`config.mk`:
```
export PLATFORM = sky130hd
export DESIGN_NAME = icst_core
export DESIGN_NICKNAME = d
export VERILOG_FILES = /design/src/shared/icst_pkg.sv /design/src/verilog/icst_core.sv
export SDC_FILE = /design/constraint.sdc
export NUM_CORES = 1
export LEC_CHECK = 0
export BUFFER_PORTS_ARGS = -buffer_cell sky130_fd_sc_hd__buf_2
export CORE_MARGIN = 2
export CORE_UTILIZATION = 35
export DETAILED_ROUTE_END_ITERATION = 6
export HOLD_SLACK_MARGIN = 0.02
export PLACE_DENSITY_LB_ADDON = 0.05
export SLEW_MARGIN = 20
export SYNTH_ARGS = -nofsm -noshare
export SYNTH_HDL_FRONTEND = slang
export SYNTH_SLANG_ARGS = --single-unit
```
`constraint.sdc`:
```
create_clock -name pclk -period 7.5 [get_ports pclk]
set_input_delay 0.375 -clock pclk [delete_from_list [all_inputs] [get_ports pclk]]
set_output_delay 0.375 -clock pclk [all_outputs]
set_load 0.005 [all_outputs]
```
`src/shared/icst_pkg.sv`:
```
// package: constants, register map and types of the command and sync timing block
package icst_pkg;

  // ****************************************
  // clock and durations
  // ****************************************
  localparam int CLK_MHZ            = 100;
  localparam int MS_CYC             = CLK_MHZ * 1000;
  localparam int POWER_UP_MS        = 252;
  localparam int HW_RESET_MS        = 193;
  localparam int SW_RESET_MS        = 193;
  localparam int NV_UPDATE_MS       = 72;
  localparam int NV_TEST_MS         = 32;
  localparam int RESTORE_MS         = 142;
  localparam int SELF_TEST_MS       = 14;
  localparam int SAMPLE_SPS         = 2000;
  localparam int SYNC_TO_READY_US   = 256;
  localparam int RESET_LOW_MIN_US   = 10;
  localparam int DR_HIGH_US         = 20;
  localparam int POWER_UP_CYC       = POWER_UP_MS * MS_CYC;
  localparam int HW_RESET_CYC       = HW_RESET_MS * MS_CYC;
  localparam int SW_RESET_CYC       = SW_RESET_MS * MS_CYC;
  localparam int NV_UPDATE_CYC      = NV_UPDATE_MS * MS_CYC;
  localparam int NV_TEST_CYC        = NV_TEST_MS * MS_CYC;
  localparam int RESTORE_CYC        = RESTORE_MS * MS_CYC;
  localparam int SAMPLE_CYC         = (CLK_MHZ * 1000000) / SAMPLE_SPS;
  localparam int SELF_TEST_SAMPLES  = (SELF_TEST_MS * SAMPLE_SPS) / 1000;
  localparam int SYNC_DELAY_CYC     = SYNC_TO_READY_US * CLK_MHZ;
  localparam int RESET_LOW_MIN_CYC  = RESET_LOW_MIN_US * CLK_MHZ;
  localparam int DR_HIGH_CYC        = DR_HIGH_US * CLK_MHZ;

  // ****************************************
  // register map (byte addresses)
  // ****************************************
  localparam logic [11:0] OFF_GLOBAL_CMD = 12'h000;
  localparam logic [11:0] OFF_MISC_CTRL  = 12'h004;
  localparam logic [11:0] OFF_STATE      = 12'h008;
  localparam logic [11:0] OFF_IRQ_STATUS = 12'h00c;
  localparam logic [11:0] OFF_IRQ_MASK   = 12'h010;

  // ****************************************
  // fields
  // ****************************************
  localparam int CMD_RESTORE_BIT    = 1;
  localparam int CMD_SELF_TEST_BIT  = 2;
  localparam int CMD_NV_UPDATE_BIT  = 3;
  localparam int CMD_NV_TEST_BIT    = 4;
  localparam int CMD_SW_RESET_BIT   = 7;
  localparam int SYNC_MODE_LSB      = 2;
  localparam int SYNC_MODE_MSB      = 4;
  localparam logic [2:0] SYNC_PULSE  = 3'b101;
  localparam logic [2:0] SYNC_DIRECT = 3'b001;
  localparam logic [15:0] MISC_RESET = 16'h0000;
  localparam int IRQ_CMD_DONE       = 0;
  localparam int IRQ_READY          = 1;
  localparam int IRQ_SYNC_MISS      = 2;
  localparam int IRQ_W              = 3;
  localparam logic [IRQ_W-1:0] IRQ_MASK_RESET = 3'h0;

  typedef enum logic [1:0] {
    ST_RECOVER,
    ST_HOLD,
    ST_BUSY,
    ST_RUN
  } icst_state_t;

endpackage : icst_pkg

```
`src/verilog/icst_core.sv`:
```
// module: global command sequencing, reset recovery and sync pacing with apb registers
//
// The APB interface to the registers and the address map were decided locally.
`timescale 1ns/1ps

module icst_core
  import icst_pkg::*;
#(
  parameter int POWER_UP_CYC_P   = POWER_UP_CYC,
  parameter int HW_RESET_CYC_P   = HW_RESET_CYC,
  parameter int SW_RESET_CYC_P   = SW_RESET_CYC,
  parameter int NV_UPDATE_CYC_P  = NV_UPDATE_CYC,
  parameter int NV_TEST_CYC_P    = NV_TEST_CYC,
  parameter int RESTORE_CYC_P    = RESTORE_CYC,
  parameter int SAMPLE_CYC_P     = SAMPLE_CYC,
  parameter int SYNC_DELAY_CYC_P = SYNC_DELAY_CYC,
  parameter int SELF_TEST_SMP_P  = SELF_TEST_SAMPLES
) (
  // clock and reset
  input  wire logic        pclk,
  input  wire logic        presetn,
  // apb slave
  input  wire logic [11:0] paddr,
  input  wire logic        psel,
  input  wire logic        penable,
  input  wire logic        pwrite,
  input  wire logic [31:0] pwdata,
  output logic      [31:0] prdata,
  output logic             pready,
  output logic             pslverr,
  // device pins
  input  wire logic        reset_pin_n,
  input  wire logic        sync_pin,
  output logic             data_ready_pin,
  // interrupt
  output logic             irq
);

  // ****************************************
  // pin synchronisers
  // ****************************************
  logic rst_s1, rst_s2;
  logic sync_s1, sync_s2, sync_s3;

  always_ff @(posedge pclk or negedge presetn) begin
    if (!presetn) begin
      rst_s1  <= 1'b1;
      rst_s2  <= 1'b1;
      sync_s1 <= 1'b0;
      sync_s2 <= 1'b0;
      sync_s3 <= 1'b0;
    end else begin
      rst_s1  <= reset_pin_n;
      rst_s2  <= rst_s1;
      sync_s1 <= sync_pin;
      sync_s2 <= sync_s1;
      sync_s3 <= sync_s2;
    end
  end

  wire sync_edge = sync_s2 & ~sync_s3;

  // ****************************************
  // apb decode
  // ****************************************
  icst_state_t       state;
  logic [31:0]       wait_cnt;
  logic [15:0]       samp_left;
  logic [7:0]        cmd_bits;
  logic [15:0]       misc;
  logic [15:0]       nv_shadow;
  logic [IRQ_W-1:0]  irq_stat;
  logic [IRQ_W-1:0]  irq_mask;
  logic [31:0]       sync_cnt;
  logic [31:0]       samp_cnt;
  logic [15:0]       rst_low_cnt;
  logic [15:0]       dr_cnt;

  wire acc_phase = psel & penable & ~pready;
  wire xfer_done = psel & penable & pready;
  wire sel_cmd   = (paddr == OFF_GLOBAL_CMD);
  wire sel_misc  = (paddr == OFF_MISC_CTRL);
  wire sel_state = (paddr == OFF_STATE);
  wire sel_stat  = (paddr == OFF_IRQ_STATUS);
  wire sel_mask  = (paddr == OFF_IRQ_MASK);
  wire addr_hit  = sel_cmd | sel_misc | sel_state | sel_stat | sel_mask;
  wire wr_cmd    = xfer_done & pwrite & sel_cmd;
  wire wr_misc   = xfer_done & pwrite & sel_misc;
  wire wr_mask   = xfer_done & pwrite & sel_mask;
  wire rd_stat   = xfer_done & ~pwrite & sel_stat;

  wire in_run    = (state == ST_RUN);
  wire [31:0] state_word = {20'h0, sync_cnt != 32'h0, state == ST_HOLD,
                            state == ST_RECOVER, state == ST_BUSY, cmd_bits};
  wire [31:0] rd_data = sel_misc  ? {16'h0, misc} :
                        sel_state ? state_word :
                        sel_stat  ? {{(32-IRQ_W){1'b0}}, irq_stat} :
                        sel_mask  ? {{(32-IRQ_W){1'b0}}, irq_mask} : 32'h0;

  // one wait cycle: pready rises in the second access cycle
  always_ff @(posedge pclk or negedge presetn) begin
    if (!presetn) begin
      pready  <= 1'b0;
      pslverr <= 1'b0;
      prdata  <= 32'h0;
    end else begin
      pready  <= acc_phase;
      pslverr <= acc_phase & ~addr_hit;
      prdata  <= acc_phase && !pwrite ? rd_data : 32'h0;
    end
  end

  // ****************************************
  // command decode, fixed priority
  // ****************************************
  // priority: reset, restore, update, test, self test; other bits ignored
  wire sel_rst  = pwdata[CMD_SW_RESET_BIT];
  wire sel_res  = ~sel_rst & pwdata[CMD_RESTORE_BIT];
  wire sel_upd  = ~sel_rst & ~sel_res & pwdata[CMD_NV_UPDATE_BIT];
  wire sel_tst  = ~sel_rst & ~sel_res & ~sel_upd & pwdata[CMD_NV_TEST_BIT];
  wire sel_self = ~sel_rst & ~sel_res & ~sel_upd & ~sel_tst & pwdata[CMD_SELF_TEST_BIT];
  wire [7:0] cmd_sel = {sel_rst, 2'b00, sel_tst, sel_upd, sel_self, sel_res, 1'b0};
  // commands outside the run state are dropped; host must wait them out
  wire cmd_go   = wr_cmd & in_run & (|cmd_sel);
  wire [31:0] cmd_cyc = sel_res ? 32'(RESTORE_CYC_P) :
                        sel_upd ? 32'(NV_UPDATE_CYC_P) :
                        32'(NV_TEST_CYC_P);

  // ****************************************
  // sample pacing and sync
  // ****************************************
  wire [2:0] sync_mode = misc[SYNC_MODE_MSB:SYNC_MODE_LSB];
  wire sync_on   = (sync_mode == SYNC_PULSE) | (sync_mode == SYNC_DIRECT);
  wire samp_tick = (samp_cnt == 32'(SAMPLE_CYC_P - 1));
  // a slow sync clock stretches anything counted in samples
  wire samp_evt  = sync_on ? sync_edge : samp_tick;
  wire sync_take = sync_on & sync_edge & (sync_cnt == 32'h0);
  wire sync_miss = sync_on & sync_edge & (sync_cnt != 32'h0);
  wire dr_start  = in_run & (sync_on ? (sync_cnt == 32'h1) : samp_tick);

  always_ff @(posedge pclk or negedge presetn) begin
    if (!presetn) begin
      samp_cnt <= 32'h0;
    end else begin
      samp_cnt <= samp_tick || sync_on ? 32'h0 : samp_cnt + 32'h1;
    end
  end

  always_ff @(posedge pclk or negedge presetn) begin
    if (!presetn) begin
      sync_cnt <= 32'h0;
    end else if (sync_take) begin
      sync_cnt <= 32'(SYNC_DELAY_CYC_P);
    end else if (sync_cnt != 32'h0) begin
      sync_cnt <= sync_cnt - 32'h1;
    end
  end

  always_ff @(posedge pclk or negedge presetn) begin
    if (!presetn) begin
      dr_cnt         <= 16'h0;
      data_ready_pin <= 1'b0;
    end else if (dr_start) begin
      dr_cnt         <= 16'(DR_HIGH_CYC);
      data_ready_pin <= 1'b1;
    end else if (dr_cnt != 16'h0) begin
      dr_cnt         <= dr_cnt - 16'h1;
      data_ready_pin <= (dr_cnt != 16'h1);
    end
  end

  // ****************************************
  // reset pin qualification
  // ****************************************
  // glitches shorter than the minimum low time do not reset
  wire hold_evt = ~rst_s2 & (rst_low_cnt == 16'(RESET_LOW_MIN_CYC - 1));

  always_ff @(posedge pclk or negedge presetn) begin
    if (!presetn) begin
      rst_low_cnt <= 16'h0;
    end else if (rst_s2) begin
      rst_low_cnt <= 16'h0;
    end else if (rst_low_cnt != 16'(RESET_LOW_MIN_CYC)) begin
      rst_low_cnt <= rst_low_cnt + 16'h1;
    end
  end

  // ****************************************
  // command and recovery sequencer
  // ****************************************
  icst_state_t next_state;
  logic [31:0] next_wait;
  logic [15:0] next_samp_left;
  logic [7:0]  next_cmd;
  logic [15:0] next_misc;
  logic [15:0] next_nv;
  logic        done_evt;
  logic        ready_evt;

  always_comb begin
    next_state     = state;
    next_wait      = (wait_cnt != 32'h0) ? wait_cnt - 32'h1 : 32'h0;
    next_samp_left = samp_left;
    next_cmd       = cmd_bits;
    next_misc      = (wr_misc && in_run) ? pwdata[15:0] : misc;
    next_nv        = nv_shadow;
    done_evt       = 1'b0;
    ready_evt      = 1'b0;
    case (state)
      ST_RECOVER: begin
        if (wait_cnt == 32'h1) begin
          next_state = ST_RUN;
          next_cmd   = 8'h0;
          ready_evt  = 1'b1;
        end
      end
      ST_HOLD: begin
        if (rst_s2) begin
          next_state = ST_RECOVER;
          next_wait  = 32'(HW_RESET_CYC_P);
          next_misc  = nv_shadow;
        end
      end
      ST_BUSY: begin
        if (cmd_bits[CMD_SELF_TEST_BIT]) begin
          if (samp_evt) begin
            next_samp_left = samp_left - 16'h1;
            if (samp_left == 16'h1) begin
              next_state = ST_RUN;
              next_cmd   = 8'h0;
              done_evt   = 1'b1;
            end
          end
        end else if (wait_cnt == 32'h1) begin
          next_state = ST_RUN;
          next_cmd   = 8'h0;
          done_evt   = 1'b1;
          if (cmd_bits[CMD_NV_UPDATE_BIT]) begin
            next_nv = misc;
          end
          if (cmd_bits[CMD_RESTORE_BIT]) begin
            next_misc = MISC_RESET;
            next_nv   = MISC_RESET;
          end
        end
      end
      ST_RUN: begin
        if (cmd_go) begin
          next_cmd = cmd_sel;
          if (sel_rst) begin
            next_state = ST_RECOVER;
            next_wait  = 32'(SW_RESET_CYC_P);
            next_misc  = nv_shadow;
          end else begin
            next_state     = ST_BUSY;
            next_wait      = sel_self ? 32'h0 : cmd_cyc;
            next_samp_left = 16'(SELF_TEST_SMP_P);
          end
        end
      end
      default: begin
        next_state = ST_RECOVER;
      end
    endcase
    if (hold_evt) begin
      next_state = ST_HOLD;
      next_cmd   = 8'h0;
      next_wait  = 32'h0;
    end
  end

  always_ff @(posedge pclk or negedge presetn) begin
    if (!presetn) begin
      state     <= ST_RECOVER;
      wait_cnt  <= 32'(POWER_UP_CYC_P);
      samp_left <= 16'h0;
      cmd_bits  <= 8'h0;
      misc      <= MISC_RESET;
      nv_shadow <= MISC_RESET;
    end else begin
      state     <= next_state;
      wait_cnt  <= next_wait;
      samp_left <= next_samp_left;
      cmd_bits  <= next_cmd;
      misc      <= next_misc;
      nv_shadow <= next_nv;
    end
  end

  // ****************************************
  // interrupt status and mask
  // ****************************************
  // clearing only the bits returned keeps events between capture and clear
  wire [IRQ_W-1:0] irq_set  = {sync_miss, ready_evt, done_evt};
  wire [IRQ_W-1:0] irq_clr  = rd_stat ? prdata[IRQ_W-1:0] : {IRQ_W{1'b0}};
  wire [IRQ_W-1:0] next_irq_stat = (irq_stat & ~irq_clr) | irq_set;
  wire [IRQ_W-1:0] next_irq_mask = wr_mask ? pwdata[IRQ_W-1:0] : irq_mask;

  always_ff @(posedge pclk or negedge presetn) begin
    if (!presetn) begin
      irq_stat <= {IRQ_W{1'b0}};
      irq_mask <= IRQ_MASK_RESET;
      irq      <= 1'b0;
    end else begin
      irq_stat <= next_irq_stat;
      irq_mask <= next_irq_mask;
      irq      <= |(next_irq_stat & next_irq_mask);
    end
  end

  // ****************************************
  // checks
  // ****************************************
  a_sw_reset_time: assert property (@(posedge pclk) disable iff (!presetn)
    cmd_go && sel_rst |=> state == ST_RECOVER && wait_cnt == 32'(SW_RESET_CYC_P))
    else $error("software reset did not load its recovery time");
  a_update_time: assert property (@(posedge pclk) disable iff (!presetn)
    cmd_go && sel_upd && !hold_evt |=> state == ST_BUSY && wait_cnt == 32'(NV_UPDATE_CYC_P))
    else $error("update command did not load its duration");
  a_test_time: assert property (@(posedge pclk) disable iff (!presetn)
    cmd_go && sel_tst && !hold_evt |=> state == ST_BUSY && wait_cnt == 32'(NV_TEST_CYC_P))
    else $error("storage test did not load its duration");
  a_restore_defaults: assert property (@(posedge pclk) disable iff (!presetn)
    state == ST_BUSY && cmd_bits[CMD_RESTORE_BIT] && wait_cnt == 32'h1 && !hold_evt
    |=> misc == MISC_RESET && nv_shadow == MISC_RESET && state == ST_RUN)
    else $error("factory restore did not reload defaults");
  a_self_test_len: assert property (@(posedge pclk) disable iff (!presetn)
    cmd_go && sel_self && !hold_evt |=> samp_left == 16'(SELF_TEST_SMP_P))
    else $error("self test sample count wrong");
  a_self_test_wait: assert property (@(posedge pclk) disable iff (!presetn)
    state == ST_BUSY && cmd_bits[CMD_SELF_TEST_BIT] && !samp_evt && !hold_evt
    |=> state == ST_BUSY && $stable(samp_left))
    else $error("self test advanced without a sample");
  a_hw_reset_time: assert property (@(posedge pclk) disable iff (!presetn)
    state == ST_HOLD && rst_s2 |=> state == ST_RECOVER && wait_cnt == 32'(HW_RESET_CYC_P))
    else $error("pin reset recovery time wrong");
  a_recover_quiet: assert property (@(posedge pclk) disable iff (!presetn)
    state == ST_RECOVER && wait_cnt == 32'h1 && !hold_evt
    |=> state == ST_RUN && irq_stat[IRQ_READY])
    else $error("recovery did not end in the run state");
  a_sync_delay: assert property (@(posedge pclk) disable iff (!presetn)
    sync_take |=> sync_cnt == 32'(SYNC_DELAY_CYC_P))
    else $error("sync to ready delay not loaded");
  a_sync_ready: assert property (@(posedge pclk) disable iff (!presetn)
    sync_cnt == 32'h1 && in_run && sync_on |=> data_ready_pin ##1 data_ready_pin)
    else $error("data ready missing after sync delay");
  a_mode_decode: assert property (@(posedge pclk) disable iff (!presetn)
    (sync_mode == SYNC_PULSE || sync_mode == SYNC_DIRECT) && sync_cnt != 32'h1
    |=> !$rose(data_ready_pin))
    else $error("sync mode let the internal tick start data ready");
  a_ready_rate: assert property (@(posedge pclk) disable iff (!presetn)
    dr_start |-> in_run && (sync_on || samp_cnt == 32'(SAMPLE_CYC_P - 1)))
    else $error("data ready outside sample timing");

endmodule : icst_core

```
Word level (Yosys, flattened, before mapping)
Index checks and enable logic that the tools add are counted.
- register bits after elaboration: 217
- bits of input ports: 51
- output and inout port bits: 36
- word-level logic and storage cells: 187
- add/sub/neg operators: 6
- equal/unequal tests: 26
- mux-type cells: 65
- bitwise operators: 44
- reduce and logical (&&, ||, !) cells: 23
- operator list (kind ; count):
    2-to-1 mux 16 bit ; 19
    2-to-1 mux 32 bit ; 7
    equality test 32 x 1 -> 1 bit (second input constant) ; 2
    case mux 32 bit (2 select lines) ; 1
    nonzero test 32 bit ; 2
    subtractor 32 x 1 -> 32 bit (second input constant) ; 2
    2-to-1 mux 8 bit ; 7
    2-to-1 mux 24 bit ; 2
    case mux 16 bit (3 select lines) ; 1
    adder 32 x 1 -> 32 bit (second input constant) ; 1
    equality test 32 x 16 -> 1 bit (second input constant) ; 1
    zero test 32 bit ; 1
    case mux 16 bit (2 select lines) ; 1
    subtractor 16 x 1 -> 16 bit (second input constant) ; 2
    AND 1 bit ; 25
    2-to-1 mux 25 bit ; 1
    equality test 12 x 4 -> 1 bit (second input constant) ; 2
    case mux 8 bit (3 select lines) ; 1
    2-to-1 mux 23 bit ; 1
    adder 16 x 1 -> 16 bit (second input constant) ; 1
    equality test 16 x 1 -> 1 bit (second input constant) ; 1
    equality test 16 x 10 -> 1 bit (second input constant) ; 1
    2-to-1 mux 2 bit ; 8
    inequality test 16 x 1 -> 1 bit (second input constant) ; 1
    other kinds (35) ; 73

Depth between registers and ports, before layout
Gate-level depths: netlist (run 1).
- depth in word-level cells: 16
- gate-level depth with buffers: 9
- mapped depth without buffers: 7

Worst setup path after synthesis (run 1)
Ideal clock, no wire load.
- path type: reg-to-reg
- start: register wait_cnt[12]
- end: register nv_shadow[10]
- setup time: 0.127 ns
- arrival: 2.285 ns
- required time: 7.373 ns
- path slack: 5.087 ns
- cell stages (with the launch flop): 9
- buffers on the path: 2
- clock period less this slack: 2.413 ns
- path through: dfrtp_1 > or4_4 > nor3_2 > nand4_1 > nor4_1 > o21a_1 > buf_4 > buf_6 > mux2_1
- word-level cells in the longest chain between the ends: 2
- ends and longest elaborated chain (item ; RTL line ; RTL):
    start, declared ; icst_core.sv:67 ; logic [31:0] wait_cnt;
    start signal, assigned ; icst_core.sv:275 ; wait_cnt <= 32'(POWER_UP_CYC_P);
    start signal, assigned ; icst_core.sv:282 ; wait_cnt <= next_wait;
    equality test 32 x 1 -> 1 bit ; icst_core.sv:234 ; end else if (wait_cnt == 32'h1) begin
    AND reduction 4 bit (no line) ; -- ;
    end signal, assigned ; icst_core.sv:286 ; nv_shadow <= next_nv;
    end, declared ; icst_core.sv:71 ; logic [15:0] nv_shadow;
No other way between the ends.
A chain may end at the register's enable or synchronous reset.

Final worst setup path (run 1)
- start: register wait_cnt[12]
- end: register nv_shadow[13]
Same word-level chain as after synthesis.

==> results of run 1 <==
where the power goes:
part / internal [mW] / switching, mW
Sequential: 1.20 / 0.0399
Combinational: 0.0588 / 0.0830
Clock: 0.807 / 0.508
how the worst max path moves through the flow:
| stage | from | endpoint | cells after the start |
|---|---|---|---|
| final | wait_cnt[12] | nv_shadow[13] | 6 |
| after global routing | wait_cnt[16] | nv_shadow[14] | 6 |
| after CTS | wait_cnt[12] | nv_shadow[13] | 6 |
| after detailed placement | paddr[9] | misc[0] | 7 |
| after global placement | wait_cnt[12] | nv_shadow[5] | 6 |
| after floorplan | wait_cnt[12] | nv_shadow[10] | 8 |
metal layers:
layer	up-vias	global-route usage (%)	share of wire, %
li1	3895	-	-
met3	39	2.17	3.0
met4	0	4.42	2.4
met5	-	0	0
met1	3941	23.2	48
met2	128	27.0	47
cell usage in the layout (no fill, tap or decap), types with 23 or more instances in the layout:
cell | Yosys | layout
mux2i_1 | 23 | 23
nor3_1 | 39 | 39
xnor2_1 | 47 | 47
nor4_1 | 28 | 26
nand4_1 | 25 | 25
nand3_1 | 39 | 39
xor2_1 | 61 | 61
nor2_1 | 143 | 143
a21oi_1 | 37 | 37
dfrtp_1 | 206 | 206
nor2b_1 | 23 | 23
o21ai_0 | 24 | 24
clkbuf_16 | 0 | 27
buf_2 | 8 | 53
nand2_1 | 80 | 79
cell type report:
type	count	area share (%)
timing repair buffer	61	2.76
clock buffer	40	6.53
sequential	214	43.5
tap	396	4.02
inverter	22	0.670
multi-input combinational	808	41.7
clock inverter	10	0.842
cells by family (layout without fill, tap and decap cells):
family	count (synthesis)	count (layout)
AOI/OAI and AO/OA	132	132
xor gates and xnor gates	108	108
adders and majority gates	12	12
buffers and inverters	72	133
DFF	214	214
muxes	45	45
other	1	16
and+or+nand+nor	495	495
tightest hold or removal path, cell delays in order:
cell	delay (ps)
buf_2	70
mux2i_1	50
o2bb2ai_1	110
what timing repair did:
| item | 4_1_cts | 5_1_grt |
|---|---|---|
| hold buffers | 3 | 0 |
| hold endpoints to repair | 102 | 0 |
| endpoints found under the setup margin | 0 | 0 |
==> results.json, run 1 <==
{
  "area_growth_pct": 14.3,
  "power_mw": 2.69,
  "syn-cell-area_um2": 10800,
  "period_needed_ps": 3330,
  "synth_enable_flop_cells": 0,
  "seqCellArea_um2": 5370,
  "yosysTopAreaCell": "dfrtp_1",
  "drv_cap": 0,
  "synth-simple-area-share_pct": 24.3,
  "rsz0062_at_grt": "false",
  "worstHoldPathType": "input pin to flip-flop",
  "cts_setup_buffers": 0,
  "slew_headroom_pct": 27.5,
  "cts_resized": 0,
  "final_area_um2": 12300,
  "skew_ps": 14.6,
  "start_util_pct": 35.4,
  "crit_type": "flip-flop to flip-flop",
  "grt_pass1_wl_mm": 43.9,
  "wl_per_cell_um": 17.1,
  "whs_path_depth": 3,
  "worst-path-buf-inv": 0,
  "drt-pass1-iter-count": 5,
  "reg2reg_to": "nv_shadow[13]",
  "synth.mux.area_fraction_pct": 4.43,
  "finalWeightedCongestion": 0.798,
  "setup_ws_ps": 4170,
  "die_area_um2": 32200,
  "overflow": 0,
  "cts_buffer_depth": 3,
  "final-hold-violation-count": 0,
  "viasPerCell": 5.16,
  "synth_compound_area_share_pct": 8.02,
  "placedCellCount": 1498,
  "synth-xor-area-share_pct": 8.77,
  "io_buffers": 54,
  "cts.sinks": 214,
  "holdPathEnd": "misc[8]",
  "yosys_register_bits": 214,
  "critPathMaxStageDelay_ps": 790,
  "setup_viol_count_final": 0,
  "fill_cells": 3023,
  "fin_crit_sh_pct": 44.3,
  "antenna_found_initial": 0,
  "cts-root-buf": "clkbuf_16",
  "p_leak_nw": 5.53,
  "cp_cell_sequence": "or4_4, nor3_2, nand4_1, nor4_1, o21a_1, mux2_1",
  "synth-main-ff-cell": "dfrtp_1",
  "detail-route-antenna-nets": 0,
  "synth_area_leaders": "dfrtp_1 48%, nor2_1 5.0%, xor2_1 5.0%, xnor2_1 3.8%, nand2_1 2.8%",
  "rrSetupSlack_ps": 4170,
  "path_delay_family": "simple AND/OR/NAND/NOR gates",
  "yosys.area.top_type_share_pct": 47.8,
  "grt_max_degree": 105,
  "worstSetupStartpointType": "flip-flop",
  "tightest_slew_ps": 1080,
  "worstRegToRegCells": 6,
  "clock.fmax_mhz": 301,
  "place_ws_ps": 4160,
  "synth_seq_area_share_pct": 49.8,
  "place_area_um2": 11400,
  "syn_avg_cell_area_um2": 9.99,
  "dp.final_hpwl_mm": 17.7,
  "reg2reg_from": "wait_cnt[12]",
  "io_pins": 87,
  "fin_setup_tns_ps": 0,
  "critPathCaptureType": "flip-flop",
  "hold_path.startpoint": "pwdata[8]",
  "status": "complete, no violations",
  "post-synth-top-count-cell": "dfrtp_1",
  "row_count": 64,
  "crit_required_ps": 7910,
  "final_cells": 1551,
  "cts_buffers": 27,
  "cp_slowest_cell": "o21a_1",
  "crit_fanout": 16,
  "top_regs": "samp_cnt: 32 flops, sync_cnt: 32 flops, wait_cnt: 32 flops",
  "powerDensity_nw_per_um2": 218,
  "initialDrtViolationCount": 459,
  "grt_pass1_vias": 8103,
  "drcViolationCount": 0,
  "peakVddDrop_uv": 165,
  "fin_nets": 1197,
  "multi_input_area_um2": 5140,
  "core_um2": 30400,
  "tritoncts": "built",
  "die_y_um": 180,
  "wl_mm": 26.6,
  "whs_ps": 111,
  "synth_cell_types": 75,
  "syn_inst": 1079,
  "synth_warnings": 0,
  "synthAdderAreaFrac_pct": 1.39,
  "cp.arrival_ps": 3740,
  "synthTopCellsByCount": "206 x dfrtp_1, 143 x nor2_1, 80 x nand2_1",
  "h-tree-depth": 1,
  "die_w_um": 180,
  "synth_top_family_by_area": "simple AND/OR/NAND/NOR gates",
  "clk_pin_slew_worst_paths_ps": 60,
  "vias": 8003,
  "grt_usage_pct": 16.5,
  "async_reset_ff_share_pct": 100,
  "drive_gt1_share_pct": 12.2,
  "drv_slew": 0,
  "antennaDiodeCount": 0,
  "clk-insertion-delay-late_ps": 540,
  "utilization_pct": 40.5
}
(Power assumes the default switching activity.)
==> run 2: changes to the inputs <==
--- a/config.mk
+++ b/config.mk
@@ -5,6 +5,7 @@
 export SDC_FILE = /design/constraint.sdc
 export NUM_CORES = 1
 export LEC_CHECK = 0
+export ABC_AREA = 1
 export BUFFER_PORTS_ARGS = -buffer_cell sky130_fd_sc_hd__buf_2
 export CORE_MARGIN = 2
 export CORE_UTILIZATION = 35
==> constraint.sdc (replaced) <==
create_clock -name pclk -period 2.8 [get_ports pclk]
set_input_delay 0.14 -clock pclk [delete_from_list [all_inputs] [get_ports pclk]]
set_output_delay 0.14 -clock pclk [all_outputs]
set_load 0.005 [all_outputs]
==> results.json, run 2 <==
{
  "status": "complete, no violations",
  "cp.arrival_ps": 2770,
  "overflow": 0,
  "detail-route-antenna-nets": 0,
  "wl_per_cell_um": 14.8,
  "path_delay_family": "simple AND/OR/NAND/NOR gates",
  "crit_fanout": 8,
  "layout_commonest_cell": "nand2_1",
  "whs_path_depth": 4,
  "worst-path-buf-inv": 2,
  "die_w_um": 190,
  "synth_cell_types": 47,
  "viasPerCell": 4.77,
  "synth_warnings": 0,
  "cp_cell_sequence": "ha_1, nand2_1, nor2_1, nand3_1, nor2_1, nand2_1, nand2_1, nand3_1, nand2_1, inv_1, nand3b_1, inv_1",
  "seqCellArea_um2": 5370,
  "h-tree-depth": 1,
  "grt_pass1_wl_mm": 54.0,
  "internal_power_mw": 5.29,
  "p_leak_nw": 7.10,
  "drv_cap": 0,
  "cts-root-buf": "clkbuf_16",
  "core_um2": 33700,
  "tightest_slew_ps": 668,
  "powerDensity_nw_per_um2": 500,
  "grt_pass1_vias": 10361,
  "clk_pin_slew_worst_paths_ps": 60,
  "die_area_um2": 35900,
  "reg2reg_to": "dr_cnt[15]",
  "syn-cell-area_um2": 12100,
  "initialDrtViolationCount": 612,
  "start_util_pct": 35.8,
  "hold_path.startpoint": "paddr[3]",
  "drcViolationCount": 0,
  "yosysTopAreaCell": "dfrtp_1",
  "vias": 10579,
  "drv_slew": 0,
  "combPwrFrac_pct": 5.7,
  "worstHoldPathType": "input pin to flip-flop",
  "setup_viol_count_final": 0,
  "fin_crit_sh_pct": 83.4,
  "worstRegToRegCells": 12,
  "crit_required_ps": 3230,
  "cts.sinks": 214,
  "die_y_um": 190,
  "io_pins": 87,
  "drt-pass1-iter-count": 5,
  "synth_seq_area_share_pct": 44.5,
  "row_count": 67,
  "cts_buffer_depth": 3,
  "final_cells": 2217,
  "period_needed_ps": 2330,
  "peakVddDrop_uv": 404,
  "rsz0062_at_grt": "false",
  "final_area_um2": 14000,
  "wl_mm": 32.7,
  "holdPathEnd": "pslverr",
  "synth_area_leaders": "dfrtp_1 43%, nand2_1 13%, nor2_1 8.5%, inv_1 5.9%, nand3_1 4.9%",
  "p_seq_share_pct": 46.4,
  "tritoncts": "built",
  "crit_path_frequent_cell": "nand2_1",
  "async_reset_ff_share_pct": 100,
  "yosys.area.top_type_share_pct": 42.8,
  "post-synth-top-count-cell": "nand2_1",
  "final-hold-violation-count": 0,
  "crit_type": "flip-flop to flip-flop",
  "antennaDiodeCount": 0,
  "top_regs": "samp_cnt: 32 flops, sync_cnt: 32 flops, wait_cnt: 32 flops",
  "place_area_um2": 12900,
  "clock.fmax_mhz": 428,
  "clk-insertion-delay-late_ps": 540,
  "critPathCaptureType": "flip-flop",
  "rrSetupSlack_ps": 470,
  "clkPwrFrac_pct": 47.9,
  "synth-main-ff-cell": "dfrtp_1",
  "final_cell_mix": "409 x nand2_1, 272 x nor2_1, 206 x dfrtp_1",
  "synth_enable_flop_cells": 0,
  "antenna_found_initial": 0,
  "slew_headroom_pct": 55.5,
  "syn_inst": 1647,
  "fin_nets": 1816,
  "cts_buffers": 27,
  "switching_share_pct": 24.5,
  "multi_input_area_um2": 5730,
  "yosys_register_bits": 214,
  "p_sw_mw": 1.71,
  "skew_ps": 8.57,
  "synthTopCellsByCount": "409 x nand2_1, 272 x nor2_1, 206 x dfrtp_1",
  "grt_max_degree": 81,
  "io_buffers": 54,
  "critPathMaxStageDelay_ps": 400,
  "dp.final_hpwl_mm": 23.9,
  "drive_gt1_share_pct": 9.67,
  "cp_slowest_cell": "nand3_1",
  "syn_avg_cell_area_um2": 7.32,
  "worstSetupStartpointType": "flip-flop",
  "fill_cells": 3571,
  "reg2reg_from": "samp_cnt[0]",
  "area_growth_pct": 16.1,
  "placedCellCount": 2150,
  "fin_setup_tns_ps": 0,
  "grt_usage_pct": 18.6,
  "finalWeightedCongestion": 0.849
}
run 2: worst max path at each step:
stage	start	endpoint	slack, ps	cells past startpoint
3_3_place_gp	samp_cnt[0]	dr_cnt[15]	560	12
6_report	samp_cnt[0]	dr_cnt[15]	470	12
3_5_place_dp	samp_cnt[0]	dr_cnt[15]	480	12
2_1_floorplan	wait_cnt[0]	wait_cnt[20]	1080	10
5_1_grt	samp_cnt[0]	dr_cnt[15]	200	12
4_1_cts	samp_cnt[0]	dr_cnt[15]	460	12
run 2: layer usage:
layer / part of all wire [%] / vias to the layer above / track usage [%]
li1: - / 5440 / -
met5: 0 / - / 0
met1: 50 / 4967 / 26.6
met4: 2.3 / 0 / 4.35
met2: 45 / 128 / 30.1
met3: 2.7 / 44 / 2.08
run 2: what timing repair did:
| item | 4_1_cts | 5_1_grt |
|---|---|---|
| endpoints found under the hold margin | 100 | 0 |
| gates resized for setup | 0 | 0 |
| setup buffers | 0 | 0 |
| hold buffers | 22 | 0 |
run 2: cells by family (layout without fill, tap and decap cells):
group	after synthesis	in the layout	synth area share, %
other	1	16	0.0311
XOR/XNOR	63	63	4.58
buffers and inverters	242	349	8.46
adder cells (fa/ha/maj)	12	12	1.25
AND/OR/NAND/NOR	935	935	33.1
flip-flops	214	214	44.5
AO/OA/AOI/OAI	180	180	8.04
run 2: through the flow:
step / total power [mW] / utilization (%) / hold WS [ps] / setup slack (ps)
global placement: 3.69 / 38.4 / 173 / 561
global route: 7.31 / 41.5 / 46.8 / 202
CTS: 7.13 / 41.5 / 24.8 / 463
detailed placement: 3.69 / 38.4 / 170 / 478
finish: 7.00 / 41.5 / 45.3 / 465
floorplan: 3.51 / - / -156 / 1080
run 2: tightest hold or removal path, delay by kind of cell:
kind	cells	cell delay, ps
simple gates	3	280
buf+inv	1	110
run 2: power groups by stage:
stage,clock network (mW),logic [mW],registers (mW)
finish,3.35,0.398,3.25
global route,3.58,0.470,3.26
CTS,3.47,0.412,3.25
detailed placement,0,0.383,3.30
global placement,0,0.382,3.30
floorplan,0,0.230,3.28
run 2: cell type report:
class | instances | share of cell area [%]
Tap cell | 448 | 4.01
Timing Repair Buffer | 103 | 5.29
Sequential cell | 214 | 38.3
Inverter | 201 | 5.43
Clock buffer | 37 | 5.46
Clock inverter | 8 | 0.492
Multi-Input combinational cell | 1206 | 41.0
